`config.mk`:
```
export PLATFORM = sky130hd
export DESIGN_NAME = oscillator_select_and_status
export DESIGN_NICKNAME = d
export VERILOG_FILES = /design/src/osc_ctl_pkg.sv /design/src/oscillator_select_and_status.sv
export VERILOG_INCLUDE_DIRS = /design/src
export SDC_FILE = /design/constraint.sdc
export NUM_CORES = 1
export LEC_CHECK = 0
export BUFFER_PORTS_ARGS = -buffer_cell sky130_fd_sc_hd__buf_2
export CAP_MARGIN = 25
export CORE_MARGIN = 3
export CORE_UTILIZATION = 25
export CTS_CLUSTER_DIAMETER = 40
export DETAILED_ROUTE_END_ITERATION = 10
export PLACE_DENSITY = 0.52
export SYNTH_ARGS = -nofsm -noshare
export SYNTH_HDL_FRONTEND = slang
export SYNTH_SLANG_ARGS = --single-unit
```
`constraint.sdc`:
```
create_clock -name core_clk -period 5.2 [get_ports core_clk]
set_clock_uncertainty 0.1 [all_clocks]
set_input_delay 1.04 -clock core_clk [delete_from_list [all_inputs] [get_ports core_clk]]
set_output_delay 1.04 -clock core_clk [all_outputs]
set_load 0.01 [all_outputs]
```
`src/osc_ctl_map.svh`:
```
// Purpose: register map, field positions, reset values and counts
// Assumes: 32-bit APB data, one aligned word per register
// Notes:   definitions only
`ifndef OSC_CTL_MAP_SVH
`define OSC_CTL_MAP_SVH
// ---------------------------------------------------------------
// register byte addresses
// ---------------------------------------------------------------
`define OFS_CONTROL 12'h000
`define OFS_STATUS 12'h004
`define OFS_TUNING 12'h008
// ---------------------------------------------------------------
// field positions and reset values
// ---------------------------------------------------------------
`define CTL_PLL_BIT 7
`define CTL_FREQ_HI 6
`define CTL_FREQ_LO 3
`define CTL_SRC_HI 1
`define CTL_SRC_LO 0
`define CTL_RESET 8'h38
`define CTL_WMASK 8'hfb
`define TUN_WMASK 8'h3f
`define TUN_RESET 8'h00
// ---------------------------------------------------------------
// configured oscillator mode codes
// ---------------------------------------------------------------
`define MODE_LP 3'h0
`define MODE_XT 3'h1
`define MODE_HS 3'h2
`define MODE_RC 3'h3
`define MODE_INT 3'h4
// ---------------------------------------------------------------
// counts
// ---------------------------------------------------------------
`define OST_COUNT 1024
`define FSM_DIV 64
`endif

```
`src/osc_ctl_pkg.sv`:
```
// Purpose: types shared by the oscillator control block
// Assumes: nothing
// Notes:   enums use gray codes along the usual path
package osc_ctl_pkg;
  // system clock source actually in use
  typedef enum logic [1:0] {
    SRC_CFG = 2'h0,
    SRC_T1 = 2'h1,
    SRC_INT = 2'h3
  } src_t;
  // start-up timer states
  typedef enum logic [1:0] {
    ST_COUNT = 2'h0,
    ST_DONE = 2'h1,
    ST_SLEEP = 2'h3
  } ost_t;
  // configuration straps
  typedef struct packed {
    logic fail_mon_on;
    logic two_speed_on;
    logic pll_force;
    logic [2:0] osc_mode;
  } cfg_t;
  // oscillator readiness pins
  typedef struct packed {
    logic hf_rdy;
    logic hf_lock;
    logic hf_stable;
    logic mf_rdy;
    logic lf_rdy;
    logic t1_en;
    logic t1_rdy;
    logic pll_lock;
  } osc_rdy_t;
endpackage : osc_ctl_pkg

```
`src/oscillator_select_and_status.sv`:
```
// Purpose: clock source select, start-up timer, fail-safe monitor
// Assumes: core_clk 10 MHz, APB slave with one wait state
// Notes:   oscillator pins and straps are synchronised here
//
// Decided for this implementation: the register offsets and the APB slave port.
`timescale 1ns/1ps
`include "osc_ctl_map.svh"

// Functional notes
// - fail monitor waits for start-up timer end
// - start-up timer runs after reset and wake
// - external clock and RC modes skip timer
// - fail monitor also forces two-speed start-up
// - pll force overrides software pll bit
// - low frequency codes pick lf or mf
// - high frequency codes use hf source
// - source field: internal, timer1, configured
// - control bit 2 reads zero
// - timer1 ready reads one when disabled
// - status bit 6 shows pll ready
// - status bit 5 shows configured source running
// - bits 4,2,1 show hf, mf, lf ready
// - bits 3 and 0 show hf accuracy
// - six-bit signed frequency trim
// - clock failure selects internal, raises flag
// - sample clock is lf divided by 64
// - reset, sleep, source change clear failure
// - crystal modes count 1024 oscillator cycles
module oscillator_select_and_status
  import osc_ctl_pkg::*;
#(
  parameter int OST_CYCLES = `OST_COUNT,
  parameter int SAMPLE_DIV = `FSM_DIV
)(
  input wire logic core_clk,
  input wire logic nrst,
  input wire logic psel,
  input wire logic penable,
  input wire logic pwrite,
  input wire logic [11:0] paddr,
  input wire logic [31:0] pwdata,
  output logic [31:0] prdata,
  output logic pready,
  output logic pslverr,
  input wire cfg_t cfg_pins,
  input wire osc_rdy_t rdy_pins,
  input wire logic ext_osc_clk,
  input wire logic lf_osc_clk,
  input wire logic sleep_enter,
  input wire logic wake_up,
  output src_t sysclk_source_sel,
  output logic [3:0] int_freq_select,
  output logic pll_on,
  output logic [5:0] freq_trim,
  output logic clock_fail_flag,
  output logic cpu_hold
);
  localparam int OW = $clog2(OST_CYCLES);
  localparam int DW = $clog2(SAMPLE_DIV) - 1;
  localparam int SW = $bits(cfg_t) + $bits(osc_rdy_t) + 2;

  // ---------------------------------------------------------------
  // pin synchronisers
  // ---------------------------------------------------------------
  logic [SW-1:0] pin_raw;
  logic [SW-1:0] meta_ff; // first stage, read only by second
  logic [SW-1:0] sync_ff; // clean copies
  assign pin_raw = {cfg_pins, rdy_pins, ext_osc_clk, lf_osc_clk};

  genvar gi;
  generate
    for (gi = 0; gi < SW; gi++)
    begin : g_sync
      // two flops per pin
      always_ff @(posedge core_clk)
      begin
        meta_ff[gi] <= nrst ? pin_raw[gi] : 1'b0;
        sync_ff[gi] <= nrst ? meta_ff[gi] : 1'b0;
      end
    end
  endgenerate

  cfg_t cfg; // synchronised straps
  osc_rdy_t rdy; // synchronised readiness
  logic ext_s; // external clock level
  logic lf_s; // low frequency clock level
  assign {cfg, rdy, ext_s, lf_s} = sync_ff;

  // ---------------------------------------------------------------
  // apb decode
  // ---------------------------------------------------------------
  logic [7:0] ctl_ff; // control register
  logic [7:0] tun_ff; // tuning register
  logic pready_ff;
  logic pslverr_ff;
  logic [31:0] prdata_ff;
  logic acc; // access phase, answer due
  logic hit_ctl;
  logic hit_sta;
  logic hit_tun;
  logic wr_ctl;
  logic wr_tun;
  logic [7:0] sta; // status assembled from hardware state
  logic [7:0] rd_byte;
  logic [1:0] new_src;
  logic src_chg; // write changes source field

  assign acc = psel & penable & ~pready_ff;
  assign hit_ctl = paddr == `OFS_CONTROL;
  assign hit_sta = paddr == `OFS_STATUS;
  assign hit_tun = paddr == `OFS_TUNING;
  assign wr_ctl = psel & penable & pready_ff & pwrite & hit_ctl;
  assign wr_tun = psel & penable & pready_ff & pwrite & hit_tun;
  assign rd_byte = hit_ctl ? ctl_ff :
                   hit_sta ? sta :
                   hit_tun ? tun_ff : 8'h00;
  assign new_src = pwdata[`CTL_SRC_HI:`CTL_SRC_LO];
  assign src_chg = wr_ctl & (new_src != ctl_ff[`CTL_SRC_HI:`CTL_SRC_LO]);

  // answer one cycle into the access phase
  always_ff @(posedge core_clk)
  begin
    if (!nrst)
    begin
      pready_ff <= 1'b0;
      pslverr_ff <= 1'b0;
      prdata_ff <= 32'h0000_0000;
    end
    else
    begin
      pready_ff <= acc;
      pslverr_ff <= acc & ~(hit_ctl | hit_sta | hit_tun);
      prdata_ff <= acc ? {24'h00_0000, rd_byte} : 32'h0000_0000;
    end
  end

  // control and tuning registers; status has no storage
  always_ff @(posedge core_clk)
  begin
    if (!nrst)
    begin
      ctl_ff <= `CTL_RESET;
      tun_ff <= `TUN_RESET;
    end
    else
    begin
      if (wr_ctl)
        ctl_ff <= pwdata[7:0] & `CTL_WMASK;
      if (wr_tun)
        tun_ff <= pwdata[7:0] & `TUN_WMASK;
    end
  end

  // ---------------------------------------------------------------
  // internal frequency decode
  // ---------------------------------------------------------------
  logic [3:0] fsel;
  logic fsel_lf;
  logic fsel_mf;
  logic int_rdy; // chosen internal source ready
  logic nxt_pll;
  assign fsel = ctl_ff[`CTL_FREQ_HI:`CTL_FREQ_LO];
  assign fsel_lf = fsel[3:1] == 3'h0;
  assign fsel_mf = (fsel == 4'h2) | (fsel[3:2] == 2'h1);
  // everything else comes from the high source
  assign int_rdy = fsel_lf ? rdy.lf_rdy :
                   fsel_mf ? rdy.mf_rdy : rdy.hf_rdy;
  assign nxt_pll = cfg.pll_force | ctl_ff[`CTL_PLL_BIT];

  // ---------------------------------------------------------------
  // start-up timer
  // ---------------------------------------------------------------
  ost_t st_ff;
  ost_t nxt_st;
  logic [OW-1:0] ost_ff;
  logic [OW-1:0] nxt_ost;
  logic ext_d_ff;
  logic ext_fall;
  logic crystal;
  logic skip_ost; // modes needing no start-up count
  assign ext_fall = ext_d_ff & ~ext_s;
  assign crystal = (cfg.osc_mode == `MODE_LP) |
                   (cfg.osc_mode == `MODE_XT) |
                   (cfg.osc_mode == `MODE_HS);
  assign skip_ost = ~crystal;

  // next state of the timer
  always_comb
  begin
    nxt_st = st_ff;
    nxt_ost = ost_ff;
    case (st_ff)
      ST_COUNT:
      begin
        if (skip_ost)
          nxt_st = ST_DONE;
        else if (ext_fall)
        begin
          if (ost_ff == OW'(OST_CYCLES - 1))
            nxt_st = ST_DONE;
          else
            nxt_ost = ost_ff + 1'b1;
        end
      end
      ST_DONE:
        nxt_st = ST_DONE;
      ST_SLEEP:
        nxt_st = ST_SLEEP;
      default:
        nxt_st = ST_COUNT;
    endcase
    if (sleep_enter)
      nxt_st = ST_SLEEP; // sleep aborts the count
    else if (wake_up | src_chg)
    begin
      nxt_st = ST_COUNT;
      nxt_ost = '0;
    end
    if (nxt_st != ST_COUNT)
      nxt_ost = '0;
  end

  // timer registers; reset restarts the count
  always_ff @(posedge core_clk)
  begin
    if (!nrst)
    begin
      st_ff <= ST_COUNT;
      ost_ff <= '0;
      ext_d_ff <= 1'b0;
    end
    else
    begin
      st_ff <= nxt_st;
      ost_ff <= nxt_ost;
      ext_d_ff <= ext_s;
    end
  end

  // ---------------------------------------------------------------
  // fail-safe monitor
  // ---------------------------------------------------------------
  logic [DW-1:0] div_ff; // lf edges per half sample cycle
  logic lf_d_ff;
  logic seen_ff; // external falling edge seen this half
  logic fail_ff; // fail-safe condition
  logic half_end;
  logic mon_on;
  logic fail_set;
  logic fail_clr;
  src_t cur_ff;
  assign half_end = lf_s & ~lf_d_ff & (div_ff == '1);
  assign mon_on = cfg.fail_mon_on & (st_ff == ST_DONE) &
                  (cur_ff != SRC_INT) & ~fail_ff;
  assign fail_set = mon_on & half_end & ~seen_ff & ~ext_fall;
  assign fail_clr = sleep_enter | src_chg;

  // divider, edge latch and failure flag
  always_ff @(posedge core_clk)
  begin
    if (!nrst)
    begin
      div_ff <= '0;
      lf_d_ff <= 1'b0;
      seen_ff <= 1'b0;
      fail_ff <= 1'b0;
    end
    else
    begin
      lf_d_ff <= lf_s;
      if (lf_s & ~lf_d_ff)
        div_ff <= div_ff + 1'b1;
      if (ext_fall)
        seen_ff <= 1'b1;
      else if (half_end)
        seen_ff <= 1'b0;
      fail_ff <= fail_set | (fail_ff & ~fail_clr);
    end
  end

  // ---------------------------------------------------------------
  // source selection
  // ---------------------------------------------------------------
  src_t tgt; // wanted source
  logic tgt_rdy;
  logic [1:0] scs;
  logic want_cfg; // configured oscillator asked for, no failure
  logic ost_done; // start-up count finished
  assign scs = ctl_ff[`CTL_SRC_HI:`CTL_SRC_LO];
  assign ost_done = st_ff == ST_DONE;
  assign want_cfg = (scs == 2'h0) & ~fail_ff &
                    (cfg.osc_mode != `MODE_INT);
  // run from the internal block while the start-up timer counts
  assign tgt = want_cfg ? (ost_done ? SRC_CFG : SRC_INT) :
               ((scs == 2'h1) & ~fail_ff) ? SRC_T1 : SRC_INT;
  assign tgt_rdy = (tgt == SRC_INT) ? int_rdy :
                   (tgt == SRC_T1) ? rdy.t1_rdy : ost_done;
  // fail monitor implies two-speed start-up
  logic two_speed;
  assign two_speed = cfg.two_speed_on | cfg.fail_mon_on;

  logic fail_p_ff;
  logic hold_ff;
  logic pll_ff;
  // switch only to a ready source
  always_ff @(posedge core_clk)
  begin
    if (!nrst)
    begin
      cur_ff <= SRC_INT;
      fail_p_ff <= 1'b0;
      hold_ff <= 1'b0;
      pll_ff <= 1'b0;
    end
    else
    begin
      if (tgt_rdy)
        cur_ff <= tgt;
      fail_p_ff <= fail_set;
      hold_ff <= crystal & ~two_speed & want_cfg & ~ost_done;
      pll_ff <= nxt_pll;
    end
  end

  // ---------------------------------------------------------------
  // status assembly, hardware only
  // ---------------------------------------------------------------
  assign sta = {
    ~rdy.t1_en | rdy.t1_rdy,
    pll_ff & rdy.pll_lock,
    cur_ff == SRC_CFG,
    rdy.hf_rdy,
    rdy.hf_lock,
    rdy.mf_rdy,
    rdy.lf_rdy,
    rdy.hf_stable
  };

  // ---------------------------------------------------------------
  // outputs
  // ---------------------------------------------------------------
  assign prdata = prdata_ff;
  assign pready = pready_ff;
  assign pslverr = pslverr_ff;
  assign sysclk_source_sel = cur_ff;
  assign int_freq_select = ctl_ff[`CTL_FREQ_HI:`CTL_FREQ_LO];
  assign pll_on = pll_ff;
  assign freq_trim = tun_ff[5:0];
  assign clock_fail_flag = fail_p_ff;
  assign cpu_hold = hold_ff;
endmodule : oscillator_select_and_status

```
==> results of run 1 <==
## worst paths after layout
check	start	slack [ns]	end
worst max-delay path	paddr[1]	2.25	ost_ff[8]$_SDFF_PP0_
worst min-delay path	meta_ff[2]$_SDFF_PN0_	0.33	rdy[0]$_SDFF_PN0_
worst max register to register	ost_ff[0]$_SDFF_PP0_	2.98	ost_ff[8]$_SDFF_PP0_
worst min register to register	meta_ff[2]$_SDFF_PN0_	0.33	rdy[0]$_SDFF_PN0_
## sequential cells by signal (all words and copies together), names as in the netlist, 2 cells and up
register           cells
cfg                    6
ost_ff                10
st_ff                  2
sysclk_source_sel      2
rdy                    8
tun_ff                 6
prdata                 8
meta_ff               16
ctl_ff                 7
div_ff                 5
## metrics by stage
| stage | power [mW] | setup slack, ns | std cells | util |
|---|---|---|---|---|
| after floorplan | 0.713 | 2.39 | 359 | - |
| after global placement | 0.729 | 1.93 | 556 | 0.294 |
| after detailed placement | 0.730 | 1.91 | 556 | 0.294 |
| after CTS | 1.35 | 2.25 | 570 | 0.317 |
| after global routing | 1.38 | 2.13 | 570 | 0.317 |
| final | 1.33 | 2.25 | 570 | 0.317 |
## metal layers
metal	wire length, um	vias up
met1	3370	1099
li1	-	1203
met4	129	0
met3	321	9
met2	3110	71
met5	0	-
## final cells by class
class,count,area share
tap,168,0.0539
clock buffer,11,0.0622
multi-input combinational,232,0.363
timing repair buffer,68,0.0879
clock inverter,3,0.0109
inverter,7,0.00674
sequential,81,0.416
## worst max-delay path: cells and delay by family
| kind | cells | cell delay, ns |
|---|---|---|
| simple gates | 4 | 1.69 |
| compound gates | 1 | 0.23 |
| buf+inv | 1 | 0.09 |
## cell families (layout without fill, tap and decap cells)
kind of cell / after synthesis / count (layout) / synth area share
AO/OA/AOI/OAI: 29 / 29 / 0.0586
adder cells (fa/ha/maj): 3 / 3 / 0.0116
AND/OR/NAND/NOR: 145 / 145 / 0.248
flip-flops: 81 / 81 / 0.503
buffers and inverters: 46 / 89 / 0.0861
multiplexers: 21 / 21 / 0.0651
XOR/XNOR: 10 / 10 / 0.0271
other: 1 / 24 / 0.00116
## Yosys cell counts (5+ instances only)
master    count  area, um^2
dfxtp_1      81        1620
o21ai_0       7        35.0
and2_1       35         219
nand3_1       5        25.0
inv_1         7        26.3
mux2i_1      21         210
nor3_1        9        45.0
clkbuf_1     11        41.3
buf_4        28         210
a21oi_1       8        40.0
nor2b_1       5        31.3
nor3b_1       5        37.5
nand2_1      18        67.6
xnor2_1       6        52.6
nor2_1       44         165
## power breakdown
group,switching [mW],leakage (nW),internal (mW)
Clock,0.233,0.137,0.379
Combinational,0.0403,0.856,0.0304
Sequential,0.00685,0.661,0.637
Total,0.280,1.65,1.05
==> results.md, run 1 <==
- Status: finished, final reports clean
- Post-synthesis sequential area ratio: 0.503
- GRT met2 Usage: 0.150
- H-tree depth: 3
- Number of port buffers: 67
- Die X: 120 um
- DRC: 0
- Routed WL per cell: 12.2 um
- Worst Reg-to-Reg Cells: 6
- Synth Register Bits: 81
- Crit path max fanout: 10
- CTS tree: yes
- Crit path DAT: 3.06 ns
- Multi-input gate area: 1410 um^2
- Post-DP HPWL: 5.17 mm
- GRT Total Usage: 0.0960
- Synth warn: 0
- Post-CTS Resized: 0
- TritonCTS buffer count: 9
- Most Crowded Layer GR: met2
- CTS root buffer: clkbuf_16
- Worst Hold Class: flip-flop to flip-flop
- Final Max Tran Viols: 0
- Rows: 40
- Final worst-path cycle share: 0.568
- Worst Path Required: 5.31 ns
- Slew HR: 0.400
- Layout cell share with drive strength beyond 1: 0.219
- Number of synthesized flops with an enable pin: 0
- Global placement routability congestion: 0.725
- Core area: 12300 um^2
- Clock Tree Buf Depth: 2
- Setup bufs post-CTS: 0
- Largest net degree at the start of global routing: 45
- Post-route ant nets: 0
- Starting density of the core: 0.262
- P_leak: 1.65 nW
- Total Wirelength: 6.93 mm
- Worst hold slack: 0.330 ns
- Reg area: 1620 um^2
- Max Cap Viol: 0
- Power per Cell Area: 340 nW/um^2
- Met1 Use GR: 0.127
- Drt first pass iters: 4
- Met3 Use GR: 0.0221
- Mean Syn Cell Area: 9.60 um^2
- CTS Hold Buffers Added: 0
- Post-synth top flop: dfxtp_1
- Worst hold path cell count: 1
- Worst-skew pair later-pin latency: 0.33 ns
- Fill cells: 1321
- Initial antenna violation count: 0
- Most frequent cells in the layout: 81 x dfxtp_1, 67 x buf_2, 44 x nor2_1
- FFs w/ async S/R, synth: 0
- DR iter-0 viols: 67
- Worst-margin pin slew: 0.894 ns
- Die span in y: 120 um
- CTS clock-pin slew for the worst setup and hold paths: 0.06 ns
- CP Capture Type: flip-flop
- Global-route wire length before repair: 11.0 mm
- Slowest-stage cell, CP: nor4_4
- Setup violators final: 0
- P&R area growth vs syn: 20.9%
- CTS Sinks: 81
- Post-DP Area: 3610 um^2
- Post-route minimum period: 2.95 ns
- Hold Vio Cnt, Final: 0
- RSZ-0062 raised after global routing: no
- Grt ovf: 0
- VDD IR max: 125 uV
- Vias per cell: 4.18
- I/O pin total: 116
- Setup CP Type: input pin to flip-flop
- Slowest stage delay, CP: 0.82 ns
- Commonest non-fill, non-tap cell in the layout: dfxtp_1
- Vias in the first global route: 2232
- Syn Std Cell Area: 3230 um^2
- Post-synth cell types: 42
- DR vias: 2382
- Ant diodes: 0
- Setup_tns: 0 ns
- NumNets Final: 469
- Max Freq: 0.339 GHz
- Startpoint types: input pin
- Die ar.: 14300 um^2
- Syn Inst Count: 336
- Fin area: 3900 um^2
- Crit path cell chain: buf_2 -> or4_4 -> nor4_4 -> o21ai_2 -> nand4b_4 -> nor3_1
Note: power is estimated with default switching activity, not from simulation.
==> run 2: changes to the inputs <==
==> constraint.sdc (replaced) <==
create_clock -name core_clk -period 3.09 [get_ports core_clk]
set_clock_uncertainty 0.1 [all_clocks]
set_input_delay 0.618 -clock core_clk [delete_from_list [all_inputs] [get_ports core_clk]]
set_output_delay 0.618 -clock core_clk [all_outputs]
set_load 0.01 [all_outputs]
==> run 2 against run 1 <==
Net effect: non-clock buffer count up 3; worst hold slack better by 0.0021 ns; sequential share of layout area shrank 0.38 points; wire length fell by 1.5%; global-route usage rose by 0.16 points; count of clock-buffer cells in the layout fell by 1; die area stayed put; core utilization is 0.29 points higher; register-to-register slack worse by 2.1 ns; first-iteration DRC count increased by 12%; critical path depth did not move.
==> results.md, run 2 (synthesis gave the netlist of run 1 again) <==
- Placed cells: 559
- Post-DP Area: 3640 um^2
- Most frequent cells in the layout: 81 x dfxtp_1, 67 x buf_2, 44 x nor2_1
- CTS tree: yes
- Initial antenna violation count: 0
- Hold Vio Cnt, Final: 0
- Worst-skew pair later-pin latency: 0.33 ns
- Post-CTS Resized: 0
- Max reg flops: 16
- TritonCTS buffer count: 9
- Starting density of the core: 0.262
- Global-route wire length before repair: 11.2 mm
- Post-route ant nets: 0
- NumNets Final: 472
- Worst Path Required: 3.23 ns
- Largest net degree at the start of global routing: 31
- Final worst-path cycle share: 0.728
- Power per Cell Area: 570 nW/um^2
- P_leak: 1.68 nW
- Utilization after layout: 0.320
- Slowest-stage cell, CP: a2111oi_1
- CTS Hold Buffers Added: 0
- CP Capture Type: flip-flop
- Top delay family on crit path: compound AO/OA/AOI/OAI gates
- Multi-input gate area: 1410 um^2
- Slowest stage delay, CP: 0.76 ns
- Number of port buffers: 67
- Reg area: 1620 um^2
- Setup CP Type: flip-flop to flip-flop
- Setup_tns: 0 ns
- VDD IR max: 245 uV
- Status: finished, final reports clean
- Core area: 12300 um^2
- DRC: 0
- RR Startpoint: ost_ff[0]$_SDFF_PP0_
- Startpoint types: flip-flop
- Final Max Tran Viols: 0
- Largest Register: meta_ff
- Vias per cell: 4.10
- Routed WL per cell: 11.8 um
- Post-Place Setup Slack: 0.572 ns
- Post-route minimum period: 2.25 ns
- Grt ovf: 0
- DR iter-0 viols: 75
- Crit path from: ost_ff[0]$_SDFF_PP0_
- Die span in y: 120 um
- Worst-margin pin slew: 0.775 ns
- Vias in the first global route: 2331
- Rows: 40
- Setup bufs post-CTS: 0
- RSZ-0062 raised after global routing: no
- Die ar.: 14300 um^2
- P&R area growth vs syn: 22.0%
- Crit path cell chain: ha_1 -> nand2_1 -> nor3_1 -> a2111oi_1 -> nand4b_4 -> a311oi_1
- Die X: 120 um
- Fin area: 3940 um^2
- Slew HR: 0.482
- CTS Sinks: 81
- Hold path start: meta_ff[0]$_SDFF_PN0_
- Worst Hold Class: flip-flop to flip-flop
- H-tree depth: 3
- I/O pin total: 116
- Final WS setup: 0.841 ns
- Post-DP HPWL: 5.19 mm
- DR vias: 2363
- CP bufs+invs: 0
- Max Freq: 0.445 GHz
- Layout cell share with drive strength beyond 1: 0.231
- Crit path DAT: 2.39 ns
- Total Wirelength: 6.82 mm
- Commonest non-fill, non-tap cell in the layout: dfxtp_1
- Max Cap Viol: 0
- CTS root buffer: clkbuf_16
- Setup violators final: 0
- Fill cells: 1331
- Total power: 2.24 mW
- Drt first pass iters: 4
- GRT Total Usage: 0.0976
- Global placement routability congestion: 0.712
- Top flop regs: meta_ff: 16 flops, ost_ff: 10 flops
- Crit path max fanout: 10
- CTS clock-pin slew for the worst setup and hold paths: 0.06 ns
- Worst hold slack: 0.332 ns
- Clock Tree Buf Depth: 2
- Fin cells: 576
## run 2: cell types whose count changed in the layout (fill, tap and decap cells not counted), sizes merged
cell / change
buf: +3
bufinv: -1
clkbuf: -1
clkinvlp: -1
diode: +1
inv: +5
## run 2: path summary, 6_finish.rpt
kind                                             end  slack, ns  depth (start not counted)
worst max-delay path            ost_ff[9]$_SDFF_PP0_       0.84                          6
worst min-delay path                 lf_s$_SDFF_PN0_       0.33                          1
worst max register to register  ost_ff[9]$_SDFF_PP0_       0.84                          6
worst min register to register       lf_s$_SDFF_PN0_       0.33                          1
## run 2: layout make-up
cell class                      instances  share of cell area
Multi-Input combinational cell        232               0.359
Clock inverter                          6              0.0146
Antenna cell                            1            0.000636
Tap cell                              168              0.0534
Clock buffer                           10              0.0607
Sequential cell                        81               0.412
Inverter                                7             0.00668
Timing Repair Buffer                   71              0.0928
## run 2: routing by layer
| metal | wire, um | vias up | GRT usage |
|---|---|---|---|
| met4 | 97 | 0 | 0.0365 |
| met5 | 0 | - | 0 |
| li1 | - | 1209 | - |
| met1 | 3100 | 1068 | 0.126 |
| met2 | 3150 | 76 | 0.154 |
| met3 | 476 | 10 | 0.0297 |
## run 2: where the power goes
part	internal (mW)	leakage [nW]	total (mW)	switching, mW
clock	0.587	0.148	1.04	0.451
sequential	1.07	0.661	1.08	0.0120
combinational	0.0521	0.870	0.120	0.0684
